File: config.mk
export PLATFORM = sky130hd
export DESIGN_NAME = txc_host_end_flat
export DESIGN_NICKNAME = d
export VERILOG_FILES = /design/src/core/txc_pkg.sv /design/src/core/txc_if.sv /design/src/core/txc_host_end.sv /design/src/flat_wrapper.sv
export SDC_FILE = /design/constraint.sdc
export NUM_CORES = 1
export LEC_CHECK = 0
export BUFFER_PORTS_ARGS = -buffer_cell sky130_fd_sc_hd__buf_2
export CAP_MARGIN = 20
export CELL_PAD_IN_SITES_DETAIL_PLACEMENT = 0
export CELL_PAD_IN_SITES_GLOBAL_PLACEMENT = 2
export CORE_MARGIN = 8
export CORE_UTILIZATION = 36
export CTS_CLUSTER_SIZE = 25
export DETAILED_ROUTE_END_ITERATION = 10
export GPL_ROUTABILITY_DRIVEN = 0
export GPL_TIMING_DRIVEN = 0
export MAX_ROUTING_LAYER = met4
export PLACE_DENSITY_LB_ADDON = 0.1
export SETUP_SLACK_MARGIN = 0.3
export SLEW_MARGIN = 20
export SYNTH_ARGS = -nofsm -noshare
export SYNTH_HDL_FRONTEND = slang
export SYNTH_SLANG_ARGS = --single-unit
File: constraint.sdc
create_clock -name clk -period 15 [get_ports clk]
set_input_delay 0.75 -clock clk [delete_from_list [all_inputs] [get_ports clk]]
set_output_delay 0.75 -clock clk [all_outputs]
set_load 0.02 [all_outputs]
File: src/core/txc_pkg.sv
// Purpose: Shared constants, types and helpers of the transmit command link
// Assumes: 32-bit command and data words
// Notes:   Command A/B field layout, host register map, status bit layout
package txc_pkg;

  // Command A fields
  localparam int A_IOC_BIT          = 31;
  localparam int A_ALIGN_MSB        = 25;
  localparam int A_ALIGN_LSB        = 24;
  localparam int A_OFF_MSB          = 20;
  localparam int A_OFF_LSB          = 16;
  localparam int FIRST_SEGMENT_FLAG = 13;
  localparam int A_LAST_SEG_BIT     = 12;
  localparam int A_SIZE_MSB         = 10;
  // Bits the host may set; every reserved bit is zero here
  localparam logic [31:0] A_USED_MASK = 32'h831f_37ff;

  // Command B fields
  localparam int B_TAG_MSB = 31;
  localparam int B_TAG_LSB = 16;
  localparam int B_LEN_MSB = 10;

  // Buffer end alignment codes
  localparam logic [1:0] AL_4    = 2'h0;
  localparam logic [1:0] AL_16   = 2'h1;
  localparam logic [1:0] AL_32   = 2'h2;
  localparam logic [1:0] AL_RSVD = 2'h3;

  // Host register byte offsets
  localparam logic [4:0] REG_CMDA   = 5'h00;
  localparam logic [4:0] REG_CMDB   = 5'h04;
  localparam logic [4:0] REG_DATA   = 5'h08;
  localparam logic [4:0] REG_STATUS = 5'h0c;
  localparam logic [4:0] REG_MASK   = 5'h10;
  localparam logic [4:0] REG_TAG    = 5'h14;
  localparam logic [4:0] REG_STATE  = 5'h18;

  // Status and mask bits
  localparam int ST_ERR  = 0;
  localparam int ST_DONE = 1;
  localparam int ST_TAG  = 2;
  localparam logic [2:0] STATUS_RESET = 3'h0;

  typedef enum logic [1:0] {
    D_CMDA = 2'b00,
    D_CMDB = 2'b01,
    D_DATA = 2'b11
  } txc_dst_t;

  typedef enum logic [2:0] {
    H_IDLE = 3'b000,
    H_CMDA = 3'b001,
    H_CMDB = 3'b011,
    H_DATA = 3'b010,
    H_PAD  = 3'b110
  } txc_hst_t;

  // Words holding offset plus payload bytes
  function automatic logic [9:0] txc_need_words(input logic [31:0] a);
    logic [11:0] bytes;
    bytes = 12'(a[A_OFF_MSB:A_OFF_LSB]) + 12'(a[A_SIZE_MSB:0]) + 12'h003;
    return bytes[11:2];
  endfunction

  // Words the buffer occupies after end alignment
  function automatic logic [9:0] txc_buf_words(input logic [31:0] a);
    logic [9:0] m;
    unique case (a[A_ALIGN_MSB:A_ALIGN_LSB])
      AL_16:   m = 10'h003;
      AL_32:   m = 10'h007;
      default: m = 10'h000;
    endcase
    return (txc_need_words(a) + m) & ~m;
  endfunction

endpackage

File: src/core/txc_if.sv
// Purpose: Word link between the host end and the command parser
// Assumes: Both ends on one clock
// Notes:   A word moves on a clock edge where word_valid and word_ready are high
`timescale 1ns/10ps
`default_nettype none
interface txc_if;
  logic        word_valid;
  logic [31:0] word_data;
  logic        word_ready;
  logic        transmit_error_flag;
  logic        buffer_loaded_flag;
  logic        tag_valid;
  logic [15:0] tag;

  modport dev (
    input  word_valid,
    input  word_data,
    output word_ready,
    output transmit_error_flag,
    output buffer_loaded_flag,
    output tag_valid,
    output tag
  );

  modport host (
    output word_valid,
    output word_data,
    input  word_ready,
    input  transmit_error_flag,
    input  buffer_loaded_flag,
    input  tag_valid,
    input  tag
  );
endinterface
`default_nettype wire

File: src/core/txc_host_end.sv
// Purpose: Host end; turns register writes into command and payload words
// Assumes: Avalon-MM slave with waitrequest, byte addresses
// Notes:   Sends A then B, forwards payload, appends zero padding itself
`timescale 1ns/10ps
`default_nettype none
module txc_host_end (
  // Clock and reset
  input  wire logic        clk,
  input  wire logic        rst_n,
  // Avalon-MM slave
  input  wire logic [4:0]  avs_address,
  input  wire logic        avs_read,
  input  wire logic        avs_write,
  input  wire logic [31:0] avs_writedata,
  output logic [31:0]      avs_readdata,
  output logic             avs_waitrequest,
  // Interrupt
  output logic             irq,
  // Word link to the parser
  txc_if.host              lnk
);

  typedef struct packed {
    txc_pkg::txc_hst_t st;
    logic [31:0]       cmd_a;
    logic [31:0]       cmd_b;
    logic [9:0]        left;
    logic [9:0]        pad;
    logic              wv;
    logic [31:0]       wd;
    logic [2:0]        status;
    logic [2:0]        mask;
    logic [15:0]       tag;
  } txc_hst_state_t;

  txc_hst_state_t r;
  txc_hst_state_t n;

  logic        hs;
  logic        wr_data;
  logic [31:0] a_clean;
  logic [9:0]  left_m1;
  logic [2:0]  ev;

  assign hs      = r.wv && lnk.word_ready;
  assign wr_data = avs_write && avs_address == txc_pkg::REG_DATA;
  assign left_m1 = r.left - 10'h001;
  assign ev      = {lnk.tag_valid, lnk.buffer_loaded_flag, lnk.transmit_error_flag};

  // Reserved bits cleared; reserved alignment code falls back to 4-byte
  always_comb begin
    a_clean = r.cmd_a & txc_pkg::A_USED_MASK; // RL9
    if (a_clean[txc_pkg::A_ALIGN_MSB:txc_pkg::A_ALIGN_LSB] == txc_pkg::AL_RSVD) begin
      a_clean[txc_pkg::A_ALIGN_MSB:txc_pkg::A_ALIGN_LSB] = txc_pkg::AL_4; // RL10
    end
  end

  // Only payload stalls; commands and padding hold the bus off too
  always_comb begin
    avs_waitrequest = 1'b0;
    if (wr_data && r.st != txc_pkg::H_IDLE) begin
      avs_waitrequest = (r.st != txc_pkg::H_DATA) || r.wv;
    end
  end

  always_comb begin
    n = r;
    if (hs) begin
      n.wv = 1'b0;
    end
    unique case (r.st)
      txc_pkg::H_IDLE: begin
        // Writing command B launches the buffer
        if (avs_write && avs_address == txc_pkg::REG_CMDB) begin
          n.cmd_b = avs_writedata;
          n.wd    = a_clean; // RL18 RL1
          n.wv    = 1'b1;
          n.left  = txc_pkg::txc_buf_words(a_clean);
          n.pad   = txc_pkg::txc_buf_words(a_clean) - txc_pkg::txc_need_words(a_clean);
          n.st    = txc_pkg::H_CMDA;
        end else if (avs_write && avs_address == txc_pkg::REG_CMDA) begin
          n.cmd_a = avs_writedata;
        end
      end
      txc_pkg::H_CMDA: begin
        if (hs) begin
          n.wd = r.cmd_b; // RL2 RL3 RL4
          n.wv = 1'b1;
          n.st = txc_pkg::H_CMDB;
        end
      end
      txc_pkg::H_CMDB: begin
        if (hs) begin
          if (r.left == 10'h000) begin
            n.st = txc_pkg::H_IDLE;
          end else if (r.left == r.pad) begin
            n.st = txc_pkg::H_PAD;
            n.wd = 32'h0000_0000;
            n.wv = 1'b1;
          end else begin
            n.st = txc_pkg::H_DATA;
          end
        end
      end
      txc_pkg::H_DATA: begin
        if (hs) begin
          n.left = left_m1;
          if (left_m1 == 10'h000) begin
            n.st = txc_pkg::H_IDLE;
          end else if (left_m1 == r.pad) begin
            n.st = txc_pkg::H_PAD;
            n.wd = 32'h0000_0000;
            n.wv = 1'b1;
          end
        end
        if (wr_data && !r.wv) begin
          n.wd = avs_writedata;
          n.wv = 1'b1;
        end
      end
      txc_pkg::H_PAD: begin
        // Zero words up to the end alignment
        if (hs) begin // RL11
          n.left = left_m1;
          if (left_m1 == 10'h000) begin
            n.st = txc_pkg::H_IDLE;
          end else begin
            n.wv = 1'b1;
          end
        end
      end
      default: begin
        n.st = txc_pkg::H_IDLE;
        n.wv = 1'b0;
      end
    endcase
    // Set beats a same-cycle write-one-to-clear
    if (avs_write && avs_address == txc_pkg::REG_STATUS) begin
      n.status = r.status & ~avs_writedata[2:0];
    end
    n.status = n.status | ev;
    if (avs_write && avs_address == txc_pkg::REG_MASK) begin
      n.mask = avs_writedata[2:0];
    end
    if (lnk.tag_valid) begin
      n.tag = lnk.tag;
    end
  end

  always_ff @(posedge clk) begin
    if (!rst_n) begin
      r        <= '0;
      r.st     <= txc_pkg::H_IDLE;
      r.status <= txc_pkg::STATUS_RESET;
    end else begin
      r <= n;
    end
  end

  always_comb begin
    avs_readdata = 32'h0000_0000;
    if (avs_read) begin
      unique case (avs_address)
        txc_pkg::REG_CMDA:   avs_readdata = r.cmd_a;
        txc_pkg::REG_CMDB:   avs_readdata = r.cmd_b;
        txc_pkg::REG_STATUS: avs_readdata = {29'h0, r.status};
        txc_pkg::REG_MASK:   avs_readdata = {29'h0, r.mask};
        txc_pkg::REG_TAG:    avs_readdata = {16'h0, r.tag};
        txc_pkg::REG_STATE:  avs_readdata = {19'h0, r.st, r.left};
        default:             avs_readdata = 32'h0000_0000;
      endcase
    end
  end

  assign irq            = |(r.status & r.mask);
  assign lnk.word_valid = r.wv;
  assign lnk.word_data  = r.wd;

endmodule // txc_host_end
`default_nettype wire

File: src/flat_wrapper.sv
// flat-port wrapper written by rule: the top's interface ports become plain ports
module txc_host_end_flat 
  (clk, rst_n, avs_address, avs_read, avs_write, avs_writedata, avs_readdata, avs_waitrequest, irq, lnk_word_valid, lnk_word_data, lnk_word_ready, lnk_transmit_error_flag, lnk_buffer_loaded_flag, lnk_tag_valid, lnk_tag);
  txc_if lnk_i ();
  input  wire logic clk;
  input  wire logic rst_n;
  input  wire logic [4:0] avs_address;
  input  wire logic avs_read;
  input  wire logic avs_write;
  input  wire logic [31:0] avs_writedata;
  output logic [31:0] avs_readdata;
  output logic avs_waitrequest;
  output logic irq;
  output wire logic [$bits(lnk_i.word_valid)-1:0] lnk_word_valid;
  output wire logic [$bits(lnk_i.word_data)-1:0] lnk_word_data;
  input wire logic [$bits(lnk_i.word_ready)-1:0] lnk_word_ready;
  input wire logic [$bits(lnk_i.transmit_error_flag)-1:0] lnk_transmit_error_flag;
  input wire logic [$bits(lnk_i.buffer_loaded_flag)-1:0] lnk_buffer_loaded_flag;
  input wire logic [$bits(lnk_i.tag_valid)-1:0] lnk_tag_valid;
  input wire logic [$bits(lnk_i.tag)-1:0] lnk_tag;
  assign lnk_word_valid = lnk_i.word_valid;
  assign lnk_word_data = lnk_i.word_data;
  assign lnk_i.word_ready = lnk_word_ready;
  assign lnk_i.transmit_error_flag = lnk_transmit_error_flag;
  assign lnk_i.buffer_loaded_flag = lnk_buffer_loaded_flag;
  assign lnk_i.tag_valid = lnk_tag_valid;
  assign lnk_i.tag = lnk_tag;
  txc_host_end u_core (.clk(clk), .rst_n(rst_n), .avs_address(avs_address), .avs_read(avs_read), .avs_write(avs_write), .avs_writedata(avs_writedata), .avs_readdata(avs_readdata), .avs_waitrequest(avs_waitrequest), .irq(irq), .lnk(lnk_i));
endmodule
== Yosys cells after proc, flatten, opt, wreduce, memory -nomap -nowiden ==
Cells that the tools add are included.

* Add/subtract/negate cells: 5
* Div/mod/pow operators: 0
* Order comparisons: 0
* Reductions and logical operators: 24
* Mux-type cells: 35
* $mul: 0
* Bitwise operators: 7
* Eq/ne operators: 29
* Shifts and indexed selects: 0

{| class="wikitable"
|+ Operators with widths
! operator !! number
|-
| $mux 33 || 8
|-
| $pmux 32 s6 || 1
|-
| $pmux 32 s4 || 1
|-
| $mux 53 || 1
|-
| $mux 3 || 11
|-
| $mux 32 || 1
|-
| $mux 10 || 3
|-
| $eq 10x10->1 || 2
|-
| $logic_not 10->1 || 2
|-
| $pmux 10 s2 || 1
|-
| $ne 2x1->1 const B || 8
|-
| $eq 5x5->1 const B || 3
|-
| $pmux 3 s5 || 1
|-
| $add 12x2->12 const B || 1
|-
| $add 5x11->12 || 1
|-
| $add 10x10->10 || 1
|-
| $and 10x10->10 || 1
|-
| $eq 5x4->1 const B || 2
|-
| $not 10->10 || 1
|-
| $sub 10x1->10 const B || 1
|-
| $sub 10x10->10 || 1
|-
| $ne 3x1->1 const B || 3
|-
| $reduce_and 9->1 || 1
|-
| $logic_and 1x1->1 || 8
|-
| other kinds (29) || 36
|}

* Memory bits (read-only): 0
* Word-level logic and storage cells: 110
* Input port bits: 61
* Output and inout port bits: 67
* Memories: 0
* Latch bits: 0
* Bits in registers: 142
* Memory bits (writable): 0

== Logic depth before layout (Yosys ltp) ==
Gate-level depths: netlist (run 1).

* Word-level depth: 11
* Gate-level depth with buffers: 21
* Mapped depth without buffers: 21

== Worst setup path after synthesis (run 1) ==
No wires, ideal clock.

* Kind: register to register
* Start point: reg u_core.r (netlist bit u_core.a_clean[3])
* End point: reg u_core.r[64] (netlist name)
* Cell stages (with the launch flop): 20
* Arrival time: 4.954 ns
* Required time: 14.926 ns
* Path slack: 9.971 ns
* Buffers on the path: 1
* Library setup time: 0.074 ns
* Period minus slack after synthesis: 5.029 ns
* Path through: dfxtp_1 ha_1 ha_1 buf_6 a21o_4 a311o_1 nand2_1 inv_1 ha_1 a21oi_1 a21boi_1 inv_1 ha_1 xnor3_1 or4b_4 a21oi_4 o21ai_2 o211a_1 or4_1 a31oi_1

* Longest elaborated chain between the ends: 5

{| class="wikitable"
|+ RTL lines
! item !! RTL line !! RTL
|-
| start: declaration || txc_host_end.sv:36 || <nowiki>txc_hst_state_t r;</nowiki>
|-
| start signal: assignment || txc_host_end.sv:156 || <nowiki>r <= n;</nowiki>
|-
| $add 5x11->12 (*) || txc_pkg.sv:61 || <nowiki>bytes = 12'(a[A_OFF_MSB:A_OFF_LSB]) + 12'(a[A_SIZE_MSB:0]) + 12'h003;</nowiki>
|-
| $add 12x2->12 (*) || txc_pkg.sv:61 ||
|-
| $add 10x10->10 || txc_pkg.sv:73 || <nowiki>return (txc_need_words(a) + m) & ~m;</nowiki>
|-
| $and 10x10->10 || txc_pkg.sv:73 ||
|-
| $sub 10x10->10 (*) || txc_host_end.sv:79 || <nowiki>n.pad = txc_pkg::txc_buf_words(a_clean) - txc_pkg::txc_need_words(a_clean);</nowiki>
|}

Mark *: on every way between the ends. The rest lies on a longest branch, timed or not.
A chain may end at the register's enable or synchronous reset.

== Worst setup path in the final report (run 1) ==
* Start point: reg u_core.r (netlist bit u_core.a_clean[17])
* End point: reg u_core.r[64] (netlist name)

The elaborated chain is that of the path after synthesis.

==> reports/results.txt, run 1 <==
Run status = finished clean
Worst Hold Path EP = u_core.r[137]
Clock Latency Late Sink = 0.44 ns
Worst r2r path cells = 19
Placed cells = 1446
Pin count of the biggest net entering global routing = 17
Detail Placement HPWL = 23.8 mm
Post-route insts no fill = 1480
Synth cell types = 67
Tightest Pin Transition = 0.885 ns
H-tree levels = 4
Worst path top cell family by delay = compound AO/OA/AOI/OAI gates
Via Count = 8199
Vias in the first global route = 7985
Slowest cell on the critical path = or4_1
Routed WL = 31.1 mm
Startpoint Class = flip-flop
Worst-path fanout max = 7
Bufs on Longest Clock Path = 2
Maximum VDD drop = 0.0000571 V
Total gr overflow = 0
Async set-or-reset flop fraction in the synthesized netlist = 0
Hold Buf Count CTS = 0
EDFF count, synth = 0
Max-slew violations = 0
CP Capture Type = flip-flop
Clk root buf = clkbuf_16
Design Area, Final = 9690 µm²
Yosys reg bits = 142
DRT Pass-1 Iters = 6
Final Skew = 0.0150 ns
Hold Path Class = flip-flop to flip-flop
Power, Total = 917 µW
Clock Sinks = 142
First-pass GRT wire length = 47.6 mm
Pwr/cell area = 94.6 nW/µm²
M1 GR Usage = 0.293
Die Footprint = 27600 µm²
Hold_sp = u_core.r[137]
Initial antenna violation count = 2
Worst hold slack = 0.458 ns
Most common flop cell mapped by yosys = dfxtp_1
Post-Syn Nets = 1123
Total Nets Final = 1266
Die height = 166 µm
Met2 GRT Util = 0.364
Yosys warns = 0
R2r setup slk = 9.33 ns
DRC errors left = 0
CTS tree = done
Critical path type = flip-flop to flip-flop
Row count = 55
Total CTS buffers = 17
Largest area contributor in the netlist = dfxtp_1
Worst Setup SP = u_core.a_clean[17]
Area growth syn-to-layout = 19.5%
Starting Density = 0.363
Final Hold Fails = 0
Total track usage = 0.228
Crit path buffers/inverters = 4
DR iter-0 viols = 832
CP cell instances = inv_1 > ha_1 > o21ba_2 > buf_2 > fa_1 > xnor2_1 > inv_1 > ha_1 > a21oi_1 > a21boi_1 > inv_1 > ha_1 > xnor3_1 > or4b_4 > a21oi_4 > o21ai_2 > o211a_1 > or4_1 > a31oi_1
Mapped Avg Cell Area = 7.82 µm²
Setup TNS = 0 ns
Met3 track demand over resource = 0.0357
Critical path depth in cells = 19
Final setup margin = 9.33 ns
Post-cts resize count = 0
Register area share after synthesis = 0.350
Critical path data arrival time = 6.03 ns
Share of layout cells above drive strength 1 = 0.179
Reg2Reg Launch Point = u_core.a_clean[17]
Width of the die = 166 µm
Clock transition at path regs = 0.07 ns
Final core utilization = 0.433
Max stage delay on crit path = 0.53 ns
Fin crit share = 0.378
Routed len/inst = 21.0 µm
Reg2reg end = u_core.r[64]
Routed Antenna Nets = 0
Pre-CTS WS = 9.35 ns
Mapped Area = 8110 µm²
Hold-critical path depth = 2
Final setup viols = 0
Number of cells produced by synthesis = 1037
Setup Buffers After CTS = 0
Max-Cap Viols = 0
CORE AREA = 22400 µm²
Fin crit period = 5.67 ns
Max_slew headroom = 0.410
Grt peak-use layer = met2
Area after DPL = 9100 µm²
I/O Pins = 128
Via-to-Cell Ratio = 5.54
FMAX = 176 MHz
# port buffers = 124
Lkg Pwr = 3.76 nW
Synth top area share = 0.350
Dominant cells by area after synthesis = dfxtp_1 35%, nand2_1 7.9%, a21oi_1 7.6%, a22oi_1 6.0%, nor2_1 4.7%
RSZ-0062 raised after global routing = no
Critical path data required time = 15.36 ns
final cells by class:
| type | instances | area, µm² |
|---|---|---|
| Antenna cell | 2 | 5.00 |
| Buffer | 110 | 548 |
| Clock buffer | 18 | 439 |
| Clock inverter | 14 | 145 |
| Fill cell | 2350 | 12700 |
| Inverter | 25 | 93.8 |
| Multi-Input combinational cell | 760 | 4640 |
| Sequential cell | 142 | 2840 |
| Tap cell | 285 | 357 |
| Timing Repair Buffer | 124 | 621 |
cell families (layout without fill, tap and decap cells):
kind of cell / count (synthesis) / count (layout) / synth area share
and+or+nand+nor: 372 / 372 / 0.205
AOI/OAI and AO/OA: 300 / 300 / 0.247
DFF: 142 / 142 / 0.350
buffers and inverters: 135 / 291 / 0.0791
xor gates and xnor gates: 38 / 38 / 0.0470
adders and majority gates: 25 / 25 / 0.0395
muxes: 25 / 25 / 0.0315
other: 0 / 2 / 0
cell usage in the layout (no fill, tap or decap), types with 18 or more instances in the layout:
cell type	n
nand2_1	170
dfxtp_1	142
buf_2	130
a21oi_1	124
nor2_1	102
clkbuf_1	67
a22oi_1	65
buf_4	32
a211oi_1	26
inv_1	25
ha_1	24
a222oi_1	22
mux2i_1	21
o21ai_0	18
worst max-delay path by stage:
stage	slack (ns)	end
global route	8.99	u_core.r[64]
detailed placement	9.35	u_core.r[64]
floorplan	9.97	u_core.r[64]
CTS	9.34	u_core.r[64]
finish	9.33	u_core.r[64]
global placement	9.39	u_core.r[64]
routing by layer:
metal / vias to the layer above / part of all wire
li1: 3961 / -
met1: 3951 / 0.47
met2: 251 / 0.46
met3: 36 / 0.048
met4: 0 / 0.018
met5: - / 0
power by group:
group / switching [mW] / leakage [nW] / internal (mW)
Clock: 0.192 / 0.284 / 0.239
Combinational: 0.0629 / 2.32 / 0.0312
Sequential: 0.00637 / 1.15 / 0.385
Total: 0.262 / 3.76 / 0.655
sequential cells by signal, summed over array words and instances (netlist names):
register,cells
u_core.r,90
u_core.lnk.word_data,32
u_core.a_clean,19
u_core.lnk.word_valid,1
synthesized netlist by cell type, drive strengths merged (3+ instances only):
master  number
o21ai       20
xnor2       18
and2         6
xnor3        3
inv         25
nand4        4
or4          6
nor4         9
nand2b      17
nor2       102
a21oi      125
ha          24
nand2      170
o22ai        3
dfxtp      142
nor3b        3
a21o         5
a221oi       3
xor2        17
and3         8
a22oi       65
clkbuf      67
mux2i       21
nand3       14
nor3        16
mux2         4
a211oi      26
o211a        3
or2          3
buf         43
a31oi        8
a222oi      22
nor2b        4
o211ai       3
worst reg2reg max path: stages (launching register included):
cell and delay (ns):
dfxtp_1 0.39, inv_1 0.10, ha_1 0.27, o21ba_2 0.16, buf_2 0.18, fa_1 0.43
xnor2_1 0.33, inv_1 0.14, ha_1 0.29, a21oi_1 0.21, a21boi_1 0.47, inv_1 0.09
ha_1 0.38, xnor3_1 0.38, or4b_4 0.49, a21oi_4 0.22, o21ai_2 0.10, o211a_1 0.31
or4_1 0.53, a31oi_1 0.16
(Power assumes the default switching activity.)
==> inputs of run 2 (changes only) <==
--- a/config.mk
+++ b/config.mk
@@ -5,12 +5,13 @@
 export SDC_FILE = /design/constraint.sdc
 export NUM_CORES = 1
 export LEC_CHECK = 0
+export ABC_AREA = 1
 export BUFFER_PORTS_ARGS = -buffer_cell sky130_fd_sc_hd__buf_2
 export CAP_MARGIN = 20
 export CELL_PAD_IN_SITES_DETAIL_PLACEMENT = 0
 export CELL_PAD_IN_SITES_GLOBAL_PLACEMENT = 2
 export CORE_MARGIN = 8
-export CORE_UTILIZATION = 36
+export CORE_UTILIZATION = 32
 export CTS_CLUSTER_SIZE = 25
 export DETAILED_ROUTE_END_ITERATION = 10
 export GPL_ROUTABILITY_DRIVEN = 0
==> constraint.sdc (replaced) <==
create_clock -name clk -period 5.8 [get_ports clk]
set_input_delay 0.29 -clock clk [delete_from_list [all_inputs] [get_ports clk]]
set_output_delay 0.29 -clock clk [all_outputs]
set_load 0.02 [all_outputs]
==> run 2 against run 1 <==
  * Power rose to 4.2 times the previous value
  * Sequential share of layout area down 1.6 points
  * Synthesized cell count up 24%
  * Count of clock-buffer cells in the layout unchanged
  * Area after synthesis up 5.3%
  * Clock power rose to 2.9 times the previous value
  * Hold slack worse by 0.39 ns
  * Non-clock buffer count down 9
  * Maximum frequency up 43%
  * Sequential power rose to 3.1 times the previous value
  * Register-to-register slack worse by 7.5 ns
  * Critical endpoint is now u_core.r[62]
  * Highest routed layer unchanged
==> reports/results.txt, run 2 <==
Max-Cap Viols = 0 (unchanged)
Clock transition at path regs = 0.07 ns (about the same)
Area growth syn-to-layout = 19.8%
Synth cell types = 47 (-30%)
FF/Latch Area = 2840 µm² (unchanged)
Max Used Layer = met4
Number of cells produced by synthesis = 1283 (+24%)
DR iter-0 viols = 591 (-29%)
EDFF count, synth = 0 (unchanged)
Most flops, register = u_core.r
Synth top cells by count = 197 x nand2_1, 162 x a21oi_1, 148 x nor2_1
Largest area contributor in the netlist = dfxtp_1
Async set-or-reset flop fraction in the synthesized netlist = 0 (unchanged)
Final setup viols = 0 (unchanged)
Die Footprint = 32200 µm² (+17%)
Total gr overflow = 0 (unchanged)
Footprint of the multi-input gates = 4590 µm² (-1.1%)
Routed WL = 33.8 mm (+8.6%)
Critical path data required time = 6.14 ns (-9.22 ns)
Critical path data arrival time = 4.30 ns (-1.73 ns)
Worst Hold Path EP = u_core.r[14]
Worst r2r path cells = 21 (+2)
Setup Buffers After CTS = 0 (unchanged)
Mapped Avg Cell Area = 6.66 µm² (-15%)
Routed Antenna Nets = 0 (unchanged)
Mapped Area = 8540 µm² (+5.3%)
Startpoint Class = flip-flop
Largest register FFs = 90 (unchanged)
Post-Syn Nets = 1369 (+22%)
I/O Pins = 128 (unchanged)
Tightest Pin Transition = 0.828 ns (-0.0572 ns)
Total track usage = 0.219 (-0.00881)
DRC errors left = 0 (unchanged)
Detail Placement HPWL = 26.5 mm (+11%)
Total CTS buffers = 17 (unchanged)
Power, Total = 3.85 mW (+320%)
Initial antenna violation count = 0 (-2)
Hold Path Class = input pin to flip-flop
Count leader, synth = nand2_1
Pwr/cell area = 377 nW/µm² (+300%)
Fin crit period = 3.96 ns (-1.71 ns)
Critical path type = flip-flop to flip-flop
Worst hold slack = 0.0692 ns (-0.389 ns)
FMAX = 252 MHz (+43%)
WL met3 = 1.39 mm (-7.0%)
Max stage delay on crit path = 0.42 ns (-0.11 ns)
Max-slew violations = 0 (unchanged)
Slowest cell on the critical path = dfxtp_1
Width of the die = 179 µm (+8.0%)
Fillcell total = 3034 (+29%)
Ant diodes = 0 (-2)
Met2 Wirelength = 15.3 mm (+5.7%)
Final Skew = 0.0109 ns (-0.00407 ns)
Metal-1 WL = 16.7 mm (+14%)
CP Capture Type = flip-flop
Starting Density = 0.321 (-0.0413)
Pin count of the biggest net entering global routing = 17 (unchanged)
Post-cts resize count = 0 (unchanged)
Commonest non-fill, non-tap cell in the layout = nand2_1
Most common flop cell mapped by yosys = dfxtp_1
Hold Buf Count CTS = 0 (unchanged)
Via-to-Cell Ratio = 5.01 (-9.6%)
Run status = finished clean
Maximum VDD drop = 0.000147 V (+160%)
Dominant cells by area after synthesis = dfxtp_1 33%, a21oi_1 9.5%, nand2_1 8.7%, o21ai_0 8.1%, nor2_1 6.5%
Share of layout cells above drive strength 1 = 0.167 (-0.0121)
Lkg Pwr = 4.72 nW (+26%)
Most common cell on crit path = nand2_1
# port buffers = 126 (+1.6%)
Hold-critical path depth = 3 (+1)
First-pass GRT wire length = 51.6 mm (+8.3%)
Critical path depth in cells = 21 (+2)
CORE AREA = 26600 µm² (+19%)
Reg2Reg Launch Point = u_core.a_clean[17]
Via Count = 8927 (+8.9%)
RSZ-0062 raised after global routing = no
Yosys warns = 0 (unchanged)
Crit path buffers/inverters = 3 (-1)
Clock Sinks = 142 (unchanged)
Total Nets Final = 1514 (+20%)
R2r setup slk = 1.84 ns (-7.49 ns)
Die height = 179 µm (+8.0%)
Row count = 60 (+9.1%)
H-tree levels = 4 (unchanged)
CTS tree = done
DRT Pass-1 Iters = 5 (-1)
Synth top area share = 0.333 (-0.0176)
Vias in the first global route = 8842 (+11%)
Hold_sp = lnk_tag[14]
Reg2reg end = u_core.r[62]
Worst path top cell family by delay = simple AND/OR/NAND/NOR gates
Clock Latency Late Sink = 0.44 ns (about the same)
Max_slew headroom = 0.448 (+0.0381)
Most frequent cells in the layout = 197 x nand2_1, 162 x a21oi_1, 148 x nor2_1
Setup TNS = 0 ns (unchanged)
Clk root buf = clkbuf_16
Fin crit share = 0.684 (+0.305)
Routed len/inst = 19.0 µm (-9.8%)
Yosys reg bits = 142 (unchanged)
Bufs on Longest Clock Path = 2 (unchanged)
Final Hold Fails = 0 (unchanged)
CP cell instances = inv_1 > ha_1 > nor2_1 > fa_1 > nand2_1 > inv_1 > nor2_1 > ha_1 > nand2_1 > nand2_1 > nand4_1 > nand2_1 > ha_1 > xor2_1 > nand3_1 > nand3_1 > nand2_1 > nand4_1 > nand3_1 > nand2_1 > inv_1
Worst-path fanout max = 4 (-3)
Register area share after synthesis = 0.333 (-0.0176)
==> run 2: final cells by class <==
type / count / share of cell area
clock inverters: 14 / 0.0200
repair buffers: 126 / 0.0616
clock buffers: 18 / 0.0419
plain buffers: 99 / 0.0544
multi-input cells: 895 / 0.449
flip-flops and latches: 142 / 0.278
well taps: 341 / 0.0417
inverters: 147 / 0.0539
==> run 2: where the power goes <==
part	switching, mW	internal (mW)
combinational	0.868	0.556
clock	0.498	0.730
sequential	0.0861	1.12
total	1.45	2.40
==> run 2: per-layer routing <==
metal	track usage	vias up
met2	0.345	207
li1	-	4525
met4	0.0548	0
met1	0.294	4169
met5	-	-
met3	0.0277	26
==> run 2: worst max-delay path by stage <==
stage	start	endpoint	slack [ns]
detailed placement	u_core.a_clean[17]	u_core.r[62]	1.85
global route	u_core.a_clean[17]	u_core.r[62]	1.39
CTS	u_core.a_clean[17]	u_core.r[62]	1.83
global placement	u_core.a_clean[19]	u_core.r[64]	1.85
floorplan	u_core.a_clean[3]	u_core.r[64]	2.53
finish	u_core.a_clean[17]	u_core.r[62]	1.84
==> run 2: logic make-up (layout without fill, tap and decap cells) <==
| group | count (synthesis) | in the layout | share of synthesized area |
|---|---|---|---|
| and+or+nand+nor | 493 | 493 | 0.249 |
| AOI/OAI and AO/OA | 350 | 350 | 0.222 |
| buffers and inverters | 246 | 404 | 0.130 |
| DFF | 142 | 142 | 0.333 |
| xor gates and xnor gates | 27 | 27 | 0.0286 |
| adders and majority gates | 25 | 25 | 0.0375 |
==> run 2: tightest hold or removal path: stages <==
cell    delay, ns
buf_2        0.07
nor2_1       0.03
nor2_1       0.08
==> run 2: through the flow <==
stage	utilization	cell area [µm²]	instances	worst slack, ns
final	0.385	10200	1782	1.84
after global routing	0.385	10200	1782	1.39
after CTS	0.385	10200	1782	1.83
after detailed placement	0.361	9600	1750	1.85
after global placement	0.361	9600	1750	1.85
after floorplan	-	8540	1283	2.53
==> inputs of run 3 (changes only) <==
--- a/config.mk
+++ b/config.mk
@@ -5,13 +5,13 @@
 export SDC_FILE = /design/constraint.sdc
 export NUM_CORES = 1
 export LEC_CHECK = 0
-export ABC_AREA = 1
+export ABC_AREA = 0
 export BUFFER_PORTS_ARGS = -buffer_cell sky130_fd_sc_hd__buf_2
 export CAP_MARGIN = 20
 export CELL_PAD_IN_SITES_DETAIL_PLACEMENT = 0
 export CELL_PAD_IN_SITES_GLOBAL_PLACEMENT = 2
 export CORE_MARGIN = 8
-export CORE_UTILIZATION = 32
+export CORE_UTILIZATION = 33
 export CTS_CLUSTER_SIZE = 25
 export DETAILED_ROUTE_END_ITERATION = 10
 export GPL_ROUTABILITY_DRIVEN = 0
==> constraint.sdc (replaced) <==
create_clock -name clk -period 3.8 [get_ports clk]
set_input_delay 0.19 -clock clk [delete_from_list [all_inputs] [get_ports clk]]
set_output_delay 0.19 -clock clk [all_outputs]
set_load 0.02 [all_outputs]
==> run 3 against run 2 <==
  * The run now ends with negative setup slack left
  * Critical endpoint is now u_core.r[64]
  * Hold slack worse by 0.054 ns
  * Critical path depth decreased by 2
  * Sequential power rose by 28%
  * Highest routed layer unchanged
  * Routed wire length shrank 1.3%
  * Largest power group is now clock
  * Cell count decreased by 11%
  * Flip-flop and latch count is the same
==> reports/results.txt, run 3 (synthesis results as in run 1) <==
Initial antenna violation count = 1 (+1)
Max_slew headroom = 0.411 (-0.0372)
Clk root buf = clkbuf_16
Total CTS buffers = 17 (unchanged)
Total track usage = 0.221 (+0.00245)
Critical path data required time = 4.15 ns (-1.99 ns)
Max-slew violations = 0 (unchanged)
Area growth syn-to-layout = 33.4%
Post-route insts no fill = 1592 (-11%)
Setup TNS = -2.80 ns (-2.80 ns)
Tightest Pin Transition = 0.877 ns (+0.0490 ns)
DRC errors left = 0 (unchanged)
R2r setup slk = -0.68 ns (-2.51 ns)
Bufs on Longest Clock Path = 2 (unchanged)
CTS tree = done
H-tree levels = 4 (unchanged)
Routed Antenna Nets = 0 (unchanged)
Die Footprint = 29900 µm² (-7.2%)
Startpoint Class = flip-flop
Final setup viols = 7 (+7)
DR iter-0 viols = 704 (+19%)
Via Count = 8529 (-4.5%)
Routed len/inst = 21.0 µm (+11%)
Largest register FFs = 90 (unchanged)
Fin crit period = 4.48 ns (+0.513 ns)
Clock Sinks = 142 (unchanged)
First-pass GRT wire length = 50.4 mm (-2.2%)
Run status = finished, violations left
Fin crit share = 1.18 (+0.495)
Pin count of the biggest net entering global routing = 17 (unchanged)
Critical path data arrival time = 4.83 ns (+0.53 ns)
Die height = 173 µm (-3.7%)
Via-to-Cell Ratio = 5.36 (+6.9%)
Row count = 57 (-5.0%)
Worst-path fanout max = 5 (+1)
CORE AREA = 24200 µm² (-8.8%)
Total gr overflow = 0 (unchanged)
I/O Pins = 128 (unchanged)
Width of the die = 173 µm (-3.7%)
Lkg Pwr = 4.20 nW (-11%)
Failing checks = negative setup slack
# port buffers = 124 (-1.6%)
CP Capture Type = flip-flop
Starting Density = 0.335 (+0.0132)
Commonest non-fill, non-tap cell in the layout = nand2_1
Routed WL = 33.4 mm (-1.3%)
Clock transition at path regs = 0.07 ns (about the same)
Pwr/cell area = 335 nW/µm² (-11%)
Share of layout cells above drive strength 1 = 0.272 (+0.104)
Final setup margin = -0.677 ns (-2.51 ns)
DRT Pass-1 Iters = 6 (+1)
RSZ-0062 raised after global routing = yes
Clock Latency Late Sink = 0.43 ns (about the same)
Most flops, register = u_core.r
FMAX = 223 MHz (-11%)
Hold Path Class = input pin to flip-flop
Max-Cap Viols = 0 (unchanged)
Final Skew = 0.0112 ns (+0.000208 ns)
Final Hold Fails = 0 (unchanged)
Critical path type = flip-flop to flip-flop
Most frequent cells in the layout = 168 x nand2_1, 134 x dfxtp_1, 127 x buf_2
Detail Placement HPWL = 24.8 mm (-6.6%)
Total Nets Final = 1340 (-11%)
Placed cells = 1486 (-15%)
Vias in the first global route = 8213 (-7.1%)
Maximum VDD drop = 0.000262 V (+78%)
run 3: changes by cell type in the layout (fill, tap and decap cells not counted), moves of 22 or more:
cell / before / now
o21ai_0: 139 / 14
inv_1: 134 / 18
nand3_1: 107 / 14
a22oi_1: 1 / 64
buf_4: 32 / 81
nor2_1: 148 / 100
a21oi_1: 162 / 120
nand2_1: 197 / 168
a222oi_1: 0 / 22
run 3: repair_timing:
item,in CTS,in global routing
resized for setup,50,48
pin swaps,23,31
setup buffers,37,25
hold buffers,11,0
endpoints found under the setup margin,45,45
hold endpoints to repair,11,0
run 3: metal layers:
layer	GRT usage	up-vias	routed length [µm]
met5	-	-	0
met4	0.0521	0	380
met3	0.0281	21	1370
met2	0.352	252	15800
met1	0.295	4161	15900
li1	-	4095	-
run 3: cell type report:
class	count	area [µm²]
clock buffers	17	425
clock inverters	15	154
repair buffers	198	1260
multi-input cells	760	5050
inverters	25	93.8
plain buffers	110	576
fillers	2536	13400
flip-flops and latches	142	2860
diodes	1	2.50
well taps	324	405
run 3: final timing paths:
check,from,to,cells after the start
min,lnk_buffer_loaded_flag,u_core.r[20],3
max reg2reg,u_core.a_clean[19],u_core.r[64],19
min reg2reg,u_core.r[128],u_core.r[128],2
max,u_core.a_clean[19],u_core.r[64],19
run 3: power breakdown:
group	internal [mW]	switching [mW]	leakage, nW
Clock	0.875	0.793	0.287
Sequential	1.52	0.0248	1.15
Combinational	0.149	0.267	2.76
run 3: stage by stage:
step / power (mW) / area, µm² / setup WS (ns) / utilization / hold WS [ns]
floorplan: 1.79 / 8200 / -0.595 / - / 0.307
detailed placement: 1.95 / 9230 / -1.10 / 0.381 / 0.432
finish: 3.63 / 10800 / -0.677 / 0.446 / 0.0148
global route: 3.76 / 10800 / -0.824 / 0.446 / 0.00449
global placement: 1.95 / 9220 / -1.13 / 0.380 / 0.425
CTS: 3.64 / 10500 / -0.799 / 0.431 / 0.00466
run 3: worst max-delay path, stage by stage (launching register included):
cell and delay [ns]:
dfxtp_4 0.37, ha_4 0.25, ha_4 0.23, buf_6 0.12, a21o_4 0.21, a311o_1 0.30, nand2_2 0.10, inv_2 0.05
ha_4 0.15, or4_1 0.46, nand4_1 0.16, inv_2 0.07, ha_4 0.27, inv_2 0.04, or4b_4 0.52, a21oi_4 0.18
o21ai_2 0.08, o211a_4 0.27, or4_1 0.40, a31oi_1 0.16
